### src/mpt_pkg.sv
package mpt_pkg;
  localparam int unsigned CLK_HZ = 50_000_000;
  localparam int unsigned CNT_W = 16;
  localparam int unsigned NCH = 2;
  localparam int unsigned NPIN = 4;
  // Register byte offsets
  localparam logic [7:0] OFS_START = 8'h00;
  localparam logic [7:0] OFS_MODE = 8'h04;
  localparam logic [7:0] OFS_LVL1 = 8'h08;
  localparam logic [7:0] OFS_LVL2 = 8'h0c;
  localparam logic [7:0] OFS_CMPA = 8'h10;
  localparam logic [7:0] OFS_ADCA = 8'h14;
  localparam logic [7:0] OFS_ADCB = 8'h18;
  localparam logic [7:0] OFS_DEAD = 8'h1c;
  localparam logic [7:0] OFS_HIZ1 = 8'h20;
  localparam logic [7:0] OFS_HIZ2 = 8'h24;
  localparam logic [7:0] OFS_CLKSEL = 8'h28;
  localparam logic [7:0] OFS_STAT = 8'h2c;
  localparam logic [7:0] OFS_MASK = 8'h30;
  localparam logic [7:0] OFS_CNT3 = 8'h34;
  localparam logic [7:0] OFS_CNT4 = 8'h38;
  localparam logic [7:0] OFS_SUBC = 8'h3c;
  // Mode field values
  localparam logic [1:0] MODE_NORMAL = 2'h0;
  localparam logic [1:0] MODE_COMP_PWM = 2'h1;
  localparam logic [1:0] MODE_RSYNC_PWM = 2'h2;
  // Status bits
  localparam int unsigned ST_TROUGH = 0;
  localparam int unsigned ST_ADCA = 1;
  localparam int unsigned ST_ADCB = 2;
  localparam int unsigned ST_HIZ = 3;
  localparam int unsigned NSTAT = 4;
  // Minimum external clock pulse widths, in peripheral clock periods
  localparam int unsigned EXT_MIN_SINGLE = 3;
  localparam int unsigned EXT_MIN_BOTH = 5;
  localparam logic [CNT_W-1:0] CNT_RST = 16'h0000;
  localparam logic [NPIN-1:0] LVL_RST = 4'h0;
endpackage

### src/mpt_sync.sv
`timescale 1ns/1ps
module mpt_sync
(
  input wire logic clk,
  input wire logic rst,
  input wire logic din,
  output logic dout
);
  logic s1_q;
  logic s2_q;
  logic s3_q;
  logic out_q;
  // Stage one feeds only stage two; value counts once stages two and three agree
  always_ff @(posedge clk)
  begin
    if (rst)
    begin
      s1_q <= 1'b0;
      s2_q <= 1'b0;
      s3_q <= 1'b0;
      out_q <= 1'b0;
    end
    else
    begin
      s1_q <= din;
      s2_q <= s1_q;
      s3_q <= s2_q;
      if (s2_q == s3_q)
      begin
        out_q <= s3_q;
      end
    end
  end
  assign dout = out_q;
endmodule

### src/mpt_timer.sv
// The register offsets and the AHB-Lite slave port were chosen for this implementation.
`timescale 1ns/1ps
// Overview of operation
// Writing 0 to a counter start bit halts that channel's counter.
// Stopped in either PWM mode, pins show programmed initial levels.
// Stopped in other modes, pins keep their last compare output level.
// Complementary PWM: compare A matches ch4, ch3 or sub-counter gives trough trigger.
// Complementary PWM: ch4 counter matching either ADC compare issues ADC start.
// External count clock pulses last 3 clocks single-edge, 5 both-edge.
// Enabled high-impedance trigger floats every multiplexed pin regardless of selection; the code floats only pins set in hiz1_q or hiz2_q.
// Counter advances on its selected clock only while its start bit is 1.
module mpt_timer
  import mpt_pkg::*;
(
  input wire logic clk,
  input wire logic rst,
  input wire logic hsel,
  input wire logic [31:0] haddr,
  input wire logic [1:0] htrans,
  input wire logic hwrite,
  input wire logic [2:0] hsize,
  input wire logic [31:0] hwdata,
  input wire logic hready,
  output logic [31:0] hrdata,
  output logic hreadyout,
  output logic hresp,
  input wire logic ext_clk_pin,
  input wire logic hiz_trigger_pin,
  output logic [mpt_pkg::NPIN-1:0] timer_io_pin_o,
  output logic [mpt_pkg::NPIN-1:0] timer_io_pin_oe,
  output logic ch4_trough_trigger,
  output logic adc_start_req,
  output logic irq
);
  import mpt_pkg::*;

  logic [NCH-1:0] start_q, clksel_q, tick;
  logic [1:0] mode_q;
  logic [NPIN-1:0] lvl1_q, lvl2_q, hiz1_q, hiz2_q, cmp_out_q, hiz_q;
  logic [CNT_W-1:0] cmpa_q, adca_q, adcb_q, dead_q, cnt3_q, cnt4_q, subc_q;
  logic [NSTAT-1:0] stat_q, mask_q, ev;
  logic [7:0] ph_addr_q;
  logic [31:0] rdata_q;
  logic both_edge_q, trough_q, adc_q, ph_wr_q, ext_s, ext_prev_q, hiz_s, ext_edge;
  logic stopped, pwm_mode, ev_trough, ev_adca, ev_adcb, addr_ok;

  // External inputs cross in through four flops
  mpt_sync u_ext
  (
    .clk(clk),
    .rst(rst),
    .din(ext_clk_pin),
    .dout(ext_s)
  );
  mpt_sync u_hiz
  (
    .clk(clk),
    .rst(rst),
    .din(hiz_trigger_pin),
    .dout(hiz_s)
  );

  // Pulses shorter than the minimum widths may be filtered by the synchroniser
  assign ext_edge = both_edge_q ? (ext_s != ext_prev_q) : (ext_s & ~ext_prev_q);

  // Select clock per channel: 1 means external pin, 0 means clk
  generate
    for (genvar i = 0; i < NCH; i++)
    begin : g_tick
      assign tick[i] = start_q[i] & (clksel_q[i] ? ext_edge : 1'b1);
    end
  endgenerate

  assign pwm_mode = (mode_q == MODE_COMP_PWM) || (mode_q == MODE_RSYNC_PWM);
  assign stopped = ~start_q[1];
  assign ev_trough = (mode_q == MODE_COMP_PWM) && start_q[1]
                     && ((cmpa_q == cnt4_q) || (cmpa_q == cnt3_q) || (cmpa_q == subc_q));
  assign ev_adca = (mode_q == MODE_COMP_PWM) && tick[1] && (cnt4_q == adca_q);
  assign ev_adcb = (mode_q == MODE_COMP_PWM) && tick[1] && (cnt4_q == adcb_q);
  assign ev = {hiz_s, ev_adcb, ev_adca, ev_trough};

  // Counters: channel 0 is ch3, channel 1 is ch4
  always_ff @(posedge clk)
  begin
    if (rst)
    begin
      cnt3_q <= CNT_RST;
      cnt4_q <= CNT_RST;
      subc_q <= CNT_RST;
      ext_prev_q <= 1'b0;
    end
    else
    begin
      ext_prev_q <= ext_s;
      if (tick[0])
      begin
        cnt3_q <= cnt3_q + 16'h0001;
      end
      if (tick[1])
      begin
        cnt4_q <= cnt4_q + 16'h0001;
        subc_q <= (subc_q >= dead_q) ? CNT_RST : subc_q + 16'h0001;
      end
    end
  end

  // Compare outputs toggle on match; frozen while stopped outside PWM modes, loaded with lvl1_q ^ lvl2_q while stopped in PWM modes
  always_ff @(posedge clk)
  begin
    if (rst)
    begin
      cmp_out_q <= LVL_RST;
    end
    else if (stopped && pwm_mode)
    begin
      cmp_out_q <= lvl1_q ^ lvl2_q;
    end
    else if (tick[1] && (cnt4_q == cmpa_q))
    begin
      cmp_out_q <= ~cmp_out_q;
    end
  end

  // Stopped outside PWM modes: cmp_out_q simply holds
  assign timer_io_pin_o = cmp_out_q;
  // High-impedance overrides pin function selection
  assign timer_io_pin_oe = ~hiz_q;

  always_ff @(posedge clk)
  begin
    if (rst)
    begin
      trough_q <= 1'b0;
      adc_q <= 1'b0;
      hiz_q <= '0;
    end
    else
    begin
      hiz_q <= {NPIN{hiz_s}} & (hiz1_q | hiz2_q);
      trough_q <= ev_trough;
      adc_q <= ev_adca | ev_adcb;
    end
  end
  assign ch4_trough_trigger = trough_q;
  assign adc_start_req = adc_q;

  // AHB-Lite slave, zero wait states
  always_ff @(posedge clk)
  begin
    if (rst)
    begin
      ph_wr_q <= 1'b0;
      ph_addr_q <= 8'h00;
    end
    else if (hready)
    begin
      ph_wr_q <= hsel & htrans[1] & hwrite & addr_ok;
      ph_addr_q <= haddr[7:0];
    end
  end
  assign hreadyout = 1'b1;
  assign hresp = 1'b0;
  assign addr_ok = (haddr[7:0] <= OFS_SUBC) && (haddr[1:0] == 2'b00) && (haddr[31:8] == 24'h000000);

  always_ff @(posedge clk)
  begin
    if (rst)
    begin
      start_q <= '0;
      mode_q <= MODE_NORMAL;
      lvl1_q <= LVL_RST;
      lvl2_q <= LVL_RST;
      cmpa_q <= CNT_RST;
      adca_q <= CNT_RST;
      adcb_q <= CNT_RST;
      dead_q <= CNT_RST;
      hiz1_q <= '0;
      hiz2_q <= '0;
      clksel_q <= '0;
      both_edge_q <= 1'b0;
      mask_q <= '0;
    end
    else if (ph_wr_q)
    begin
      case (ph_addr_q)
        OFS_START: start_q <= hwdata[NCH-1:0];
        OFS_MODE: mode_q <= hwdata[1:0];
        OFS_LVL1: lvl1_q <= hwdata[NPIN-1:0];
        OFS_LVL2: lvl2_q <= hwdata[NPIN-1:0];
        OFS_CMPA: cmpa_q <= hwdata[CNT_W-1:0];
        OFS_ADCA: adca_q <= hwdata[CNT_W-1:0];
        OFS_ADCB: adcb_q <= hwdata[CNT_W-1:0];
        OFS_DEAD: dead_q <= hwdata[CNT_W-1:0];
        OFS_HIZ1: hiz1_q <= hwdata[NPIN-1:0];
        OFS_HIZ2: hiz2_q <= hwdata[NPIN-1:0];
        OFS_CLKSEL:
        begin
          clksel_q <= hwdata[NCH-1:0];
          both_edge_q <= hwdata[4];
        end
        OFS_MASK: mask_q <= hwdata[NSTAT-1:0];
        default: ;
      endcase
    end
  end

  // Sticky status, write one to clear; new event wins over clear
  always_ff @(posedge clk)
  begin
    if (rst)
    begin
      stat_q <= '0;
    end
    else
    begin
      stat_q <= ((ph_wr_q && ph_addr_q == OFS_STAT) ? (stat_q & ~hwdata[NSTAT-1:0]) : stat_q) | ev;
    end
  end
  assign irq = |(stat_q & mask_q);

  always_ff @(posedge clk)
  begin
    if (rst)
    begin
      rdata_q <= 32'h00000000;
    end
    else if (hready && hsel && htrans[1] && !hwrite)
    begin
      rdata_q <= 32'h00000000;
      if (addr_ok)
      begin
        case (haddr[7:0])
          OFS_START: rdata_q[NCH-1:0] <= start_q;
          OFS_MODE: rdata_q[1:0] <= mode_q;
          OFS_LVL1: rdata_q[NPIN-1:0] <= lvl1_q;
          OFS_LVL2: rdata_q[NPIN-1:0] <= lvl2_q;
          OFS_CMPA: rdata_q[CNT_W-1:0] <= cmpa_q;
          OFS_ADCA: rdata_q[CNT_W-1:0] <= adca_q;
          OFS_ADCB: rdata_q[CNT_W-1:0] <= adcb_q;
          OFS_DEAD: rdata_q[CNT_W-1:0] <= dead_q;
          OFS_HIZ1: rdata_q[NPIN-1:0] <= hiz1_q;
          OFS_HIZ2: rdata_q[NPIN-1:0] <= hiz2_q;
          OFS_CLKSEL: rdata_q[4:0] <= {both_edge_q, 2'b00, clksel_q};
          OFS_STAT: rdata_q[NSTAT-1:0] <= stat_q;
          OFS_MASK: rdata_q[NSTAT-1:0] <= mask_q;
          OFS_CNT3: rdata_q[CNT_W-1:0] <= cnt3_q;
          OFS_CNT4: rdata_q[CNT_W-1:0] <= cnt4_q;
          OFS_SUBC: rdata_q[CNT_W-1:0] <= subc_q;
          default: rdata_q <= 32'h00000000;
        endcase
      end
    end
  end
  assign hrdata = rdata_q;

  // Assertions
  a_stop_holds_count: assert property (@(posedge clk) disable iff (rst)
    (ph_wr_q && ph_addr_q == OFS_START && !hwdata[1]) |=> ##1 $stable(cnt4_q))
    else $error("ch4 counter moved after stop");
  a_pwm_stop_level: assert property (@(posedge clk) disable iff (rst)
    (stopped && pwm_mode) |=> (timer_io_pin_o == ($past(lvl1_q) ^ $past(lvl2_q))))
    else $error("pin not at initial level when stopped in pwm");
  a_normal_stop_hold: assert property (@(posedge clk) disable iff (rst)
    (stopped && !pwm_mode && $past(stopped) && !$past(pwm_mode)) |-> $stable(timer_io_pin_o))
    else $error("pin changed while stopped in normal mode");
  a_trough_on_match: assert property (@(posedge clk) disable iff (rst)
    (mode_q == MODE_COMP_PWM && start_q[1] && cmpa_q == cnt3_q) |=> ch4_trough_trigger)
    else $error("trough trigger missed on ch3 match");
  a_adc_start: assert property (@(posedge clk) disable iff (rst)
    (mode_q == MODE_COMP_PWM && tick[1] && cnt4_q == adcb_q) |=> adc_start_req)
    else $error("adc start missed");
  a_adc_only_comp: assert property (@(posedge clk) disable iff (rst)
    (mode_q != MODE_COMP_PWM) |=> !adc_start_req)
    else $error("adc start outside comp pwm");
  a_hiz_float: assert property (@(posedge clk) disable iff (rst)
    (hiz_s && hiz1_q[0]) |=> !timer_io_pin_oe[0])
    else $error("pin not floated");
  a_run_advance: assert property (@(posedge clk) disable iff (rst)
    (start_q[0] && !clksel_q[0]) |=> (cnt3_q == $past(cnt3_q) + 16'h0001))
    else $error("counter did not advance");
  a_hold_stopped: assert property (@(posedge clk) disable iff (rst)
    !start_q[0] |=> $stable(cnt3_q))
    else $error("counter moved while stopped");
endmodule

### config.mk
export PLATFORM = sky130hd
export DESIGN_NAME = mpt_timer
export DESIGN_NICKNAME = d
export VERILOG_FILES = /design/src/mpt_pkg.sv /design/src/mpt_sync.sv /design/src/mpt_timer.sv
export SDC_FILE = /design/constraint.sdc
export NUM_CORES = 1
export LEC_CHECK = 0
export BUFFER_PORTS_ARGS = -buffer_cell sky130_fd_sc_hd__buf_2
export CAP_MARGIN = 20
export CELL_PAD_IN_SITES_DETAIL_PLACEMENT = 0
export CELL_PAD_IN_SITES_GLOBAL_PLACEMENT = 1
export CORE_MARGIN = 3
export CORE_UTILIZATION = 45
export DETAILED_ROUTE_END_ITERATION = 8
export PLACE_DENSITY = 0.87
export SETUP_SLACK_MARGIN = 0.2
export SLEW_MARGIN = 20
export SYNTH_ARGS = -nofsm -noshare
export SYNTH_HDL_FRONTEND = slang
export SYNTH_SLANG_ARGS = --single-unit
### constraint.sdc
create_clock -name clk -period 3 [get_ports clk]
set_input_delay 0.3 -clock clk [delete_from_list [all_inputs] [get_ports clk]]
set_output_delay 0.3 -clock clk [all_outputs]
set_load 0.005 [all_outputs]
* Word level (Yosys, flattened, before mapping)
Index checks and enable logic that the tools add are counted.
Word-level totals: word-level logic and storage cells 141, flip-flop bits (word level) 203
Operators by class: muxes and demuxes 12, order comparisons 2, bitwise gates (word level) 18, reductions and logical operators 35, equality and inequality tests 38, add/subtract/negate cells 3
Operators by type and width (number):
- 8-bit by 6-bit == test with 1-bit output, second input constant | 13
- 16-bit == test | 6
- 11-bit case mux with 7 select lines | 1
- 8-bit by 5-bit == test with 1-bit output, second input constant | 8
- 16-bit by 1-bit adder with 16-bit output, second input constant | 3
- 8-bit by 4-bit == test with 1-bit output, second input constant | 4
- 16-bit 2-to-1 mux | 2
- 2-bit case mux with 16 select lines | 1
- 2-bit case mux with 13 select lines | 1
- 24-bit zero test | 1
- 2-bit AND reduction | 12
- 8-bit by 3-bit == test with 1-bit output, second input constant | 2
- 16-bit >= comparator | 1
- 8-bit zero test | 2
- 1-bit logical AND | 13
- 4-bit bitwise AND | 3
- 4-bit 2-to-1 mux | 3
- 4-bit NOT | 3
- 8-bit by 6-bit less-or-equal comparator with 1-bit output, second input constant | 1
- 4-bit OR | 2
- 1-bit case mux with 8 select lines | 1
- 1-bit bitwise AND | 6
- 4-bit OR reduction | 1
- 4-bit bitwise XOR | 1
- other kinds (11) | 17

* Longest topological paths before layout
word-level depth 8, depth in mapped cells 10, mapped depth without buffers 7

* Hierarchy
From an unflattened synthesis, not the netlist that was laid out.
Unflattened totals: cells, all modules 1159, area, all modules 10124.7 µm²
By module, submodules not included:
- mpt_timer | cells each 1139, times used 1, area each 9899.5 µm²
- mpt_sync | cells each 10, times used 2, area each 112.6 µm²

* Worst setup path before layout
OpenSTA, ideal clock, no wires.
path kind reg2reg, start reg u_ext.out_q (netlist: u_ext.dout), end reg subc_q[10], stages on the path, launching flop included 9, buffers on the path 2, path slack 874 ps, data arrival time 2011 ps, clock period less this slack 2126 ps, path through dfxtp_1 -> ha_1 -> nor2b_1 -> buf_2 -> o31ai_1 -> or4_1 -> o211ai_2 -> buf_4 -> nor2_1
On the way: longest elaborated chain between the ends 4, elaborated cells between the ends (all ways) 5
Ends and longest elaborated chain:
- from (decl) | RTL line mpt_sync.sv:12 | logic out_q;
- from (signal assigned) | RTL line mpt_sync.sv:30 | out_q <= s3_q;
- 1-bit bitwise AND / 1-bit inequality test (equally long branches) | RTL line mpt_timer.sv:64 | assign ext_edge = both_edge_q ? (ext_s != ext_prev_q) : (ext_s & ~ext_prev_q);
- 1-bit 2-to-1 mux * | RTL line mpt_timer.sv:64
- 1-bit 2-to-1 mux * | RTL line mpt_timer.sv:70 | assign tick[i] = start_q[i] & (clksel_q[i] ? ext_edge : 1'b1);
- 1-bit bitwise AND * | RTL line mpt_timer.sv:70
- to (signal assigned) | RTL line mpt_timer.sv:102 | subc_q <= (subc_q >= dead_q) ? CNT_RST : subc_q + 16'h0001;
- to (decl) | RTL line mpt_timer.sv:40 | logic [CNT_W-1:0] cmpa_q, adca_q, adcb_q, dead_q, cnt3_q, cnt4_q, subc_q;
Every way passes the cells marked *; elsewhere a longest branch is shown, timed or not. A chain may end at the register's enable or synchronous reset.

* Final worst setup path
start reg u_ext.out_q (netlist: u_ext.dout), end reg subc_q[3]
The elaborated chain is that of the path after synthesis.

==> results.md <==
- Commonest non-fill, non-tap cell in the layout: dfxtp_1
- Initial Util: 46.3%
- Final ANT Viol Nets: 0
- Slew at the pin closest to its max-slew limit: 908 ps
- Max-Slew Margin vs Limit: 39.3%
- Most area-hungry cell type in the Yosys netlist: dfxtp_1
- Ratio of cells with drive above 1 in the final layout: 14.9%
- Top post-synthesis cells by area: dfxtp_1, xnor2_1, mux2i_1
- GRT Total Usage: 24.4%
- Max rail drop VDD: 0.000310 V
- Number of buffers added on ports: 82
- Ys flop type: dfxtp_1
- DR iter-0 viols: 877
- Leakage power: 3.95 nW
- Postcts setup bufs: 0
- Detailed placement HPWL: 22,000 µm
- Core area: 22,000 µm²
- Status: complete, no violations
- Power share of the combinational group: 4.9%
- Final WL: 30,200 µm
- FILL cells: 2,081
- Clk pin slew, worst setup/hold paths: 70 ps
- Row cnt: 54
- Chip width: 156 µm
- Max Cap Viol: 0
- Antenna diodes: 0
- Final setup viols: 0
- Syn. warnings: 0
- #FFs+latches synth: 187
- Minimum clock period: 2390 ps
- Hold/Removal Path Class: in2reg
- Synthesized cell area: 10,200 µm²
- Routed via count: 8,797
- Hold WS: 81.8 ps
- Largest net degree at the start of global routing: 81
- Critical Path RT: 3320 ps
- Commonest cells after routing, fill and taps aside: dfxtp_1, nor2_1, xnor2_1
- Hold Fails Final Rpt: 0
- Sink Count: 187
- Pins Over Slew Limit: 0
- Total CTS buffers: 17
- First drt pass iteration count: 5
- Setup tns final: 0 ps
- RD Place Congestion: 0.933
- Root Driver: clkbuf_16
- Initial antenna violation count: 0
- Number of global-route vias before repair: 8,188
- Clock latency on the worst-skew pair: 440 ps
- F_max: 419 MHz
- Number of remaining DRC errors: 0
- GRT overflow: 0
- Async S/R FF share, synth: 0%
- # IOs: 121
- Netlist cell types: 73
- CTS tree: done
- Post_cts resized: 0
- Critical Path End Type: register
- Sw Share: 24.2%
- Longest Clk Path Bufs: 2
- Final worst path period share: 79.6%
- Power Density: 447 nW/µm²
- Mean Syn Cell Area: 8.78 µm²
- Via density: 5.89
- RSZ-0062 raised after global routing: no
- Routed wire per std cell: 20.2 µm
- Area Overhead vs Synth: 11.0%
- H-tree depth: 4
- Worst EP arrival: 2710 ps
- Die H: 156 µm
- NumNets Final: 1,298
- Clk pwr share: 45.7%
- Max FO, Critical Path: 16
- Die area: 24,500 µm²
- Synth top area share: 36.7%
- Post-synth EDFFs: 0
- CP startpoint kind: register
- Reg power frac: 49.4%
- Critical path class: reg2reg
- Switching Power: 1.22 mW
- Global-route wire length before repair: 46,500 µm
- Hold-fix buffers, CTS: 0
- Skew final: 13.2 ps
- Seq/Total Area, Yosys: 36.7%
- Cells after synthesis: 1,160
- Pint: 3.83 mW
==> final timing paths <==
check / startpoint / endpoint / slack, ps / cells after the start
max reg2reg: u_ext.dout$_SDFFE_PP0N_ / subc_q[3]$_SDFFE_PP0P_ / 610 / 7
min: hiz_trigger_pin / u_hiz.s1_q$_SDFF_PP0_ / 80 / 2
min reg2reg: u_hiz.s1_q$_SDFF_PP0_ / u_hiz.s2_q$_SDFF_PP0_ / 440 / 1
max: u_ext.dout$_SDFFE_PP0N_ / subc_q[3]$_SDFFE_PP0P_ / 610 / 7
==> registers in the layout (all words and copies together) (netlist names), 8 cells and up <==
signal and cells:
adca_q 16, adcb_q 16, cmpa_q 16, cnt3_q 16, cnt4_q 16, dead_q 16
hrdata 16, subc_q 16, ph_addr_q 8
==> layer usage <==
layer	vias up	track usage (%)	wire length [µm]	part of all wire (%)
li1	4093	-	-	-
met1	4245	34.9	13500	45
met2	405	37.5	13300	44
met3	54	4.51	2690	8.9
met4	0	7.63	699	2.3
met5	-	0	0	0
==> power groups by stage <==
stage / logic (mW) / registers (mW) / clock network (mW)
after floorplan: 0.159 / 2.55 / 0
after global placement: 0.241 / 2.55 / 0
after detailed placement: 0.243 / 2.55 / 0
after CTS: 0.243 / 2.50 / 2.33
after global routing: 0.265 / 2.50 / 2.43
final: 0.248 / 2.50 / 2.31
==> worst max-delay path: stages (launching register included) <==
cell,delay (ps)
dfxtp_1,350
ha_1,320
nor2b_1,240
o31a_1,650
a21oi_1,270
o211ai_2,110
buf_4,250
nor2_1,80
==> synth_stat cells (3+ instances only) <==
cell       instances
and4b_1            4
mux2_2            11
inv_1             35
and3_1            10
mux4_2            12
buf_1              8
nand4_1           41
nor3_1            16
and4_1             5
nor2_1           154
a21oi_1           47
nand3_1           22
nand4b_1           3
xor2_1            22
and2_1             4
nor3b_1            8
nor2b_1           12
or4_1              3
o2bb2ai_1          3
o21ai_0           46
buf_2             15
o21ai_1            7
a22oi_1           19
nor2_2             4
o31a_1             3
o211ai_1           4
nand3b_1           4
a22o_1            12
clkbuf_1          58
xnor2_1          103
nor4_1            10
mux2_1             3
dfxtp_1          187
mux2i_1           85
a221oi_1           3
or2_1              3
buf_4             20
o22ai_1            6
nor4_2             5
or3_1             10
ha_1              21
nand2_1           72
==> cell type report <==
| type | count | area, µm² | area share [%] |
|---|---|---|---|
| multi-input cells | 850 | 5880 | 52.0 |
| flip-flops and latches | 187 | 3740 | 33.1 |
| repair buffers | 109 | 616 | 5.44 |
| clock buffers | 22 | 454 | 4.02 |
| well taps | 280 | 350 | 3.10 |
| inverters | 36 | 135 | 1.19 |
| clock inverters | 10 | 131 | 1.16 |
==> logic make-up (layout without fill, tap and decap cells) <==
| group | after synthesis | in the layout | share of synthesized area (%) |
|---|---|---|---|
| compound gates | 171 | 171 | 10.9 |
| xor+xnor | 125 | 125 | 10.7 |
| fa+ha+maj | 21 | 21 | 2.58 |
| buf+inv | 139 | 177 | 6.13 |
| flops | 187 | 187 | 36.7 |
| mux | 111 | 111 | 12.6 |
| other cells | 2 | 18 | 0.0737 |
| simple gates | 404 | 404 | 20.2 |
==> metrics by stage <==
| stage | util [%] | setup WS (ps) | cells | power [mW] | cell area [µm²] |
|---|---|---|---|---|---|
| 2_1_floorplan | - | 874 | 1176 | 2.71 | 10200 |
| 5_1_grt | 51.3 | 476 | 1494 | 5.19 | 11300 |
| 6_report | 51.3 | 611 | 1494 | 5.06 | 11300 |
| 4_1_cts | 51.3 | 659 | 1494 | 5.07 | 11300 |
| 3_3_place_gp | 48.7 | 722 | 1462 | 2.79 | 10700 |
| 3_5_place_dp | 48.7 | 687 | 1462 | 2.80 | 10700 |
Power figures use the tool's default switching activity.
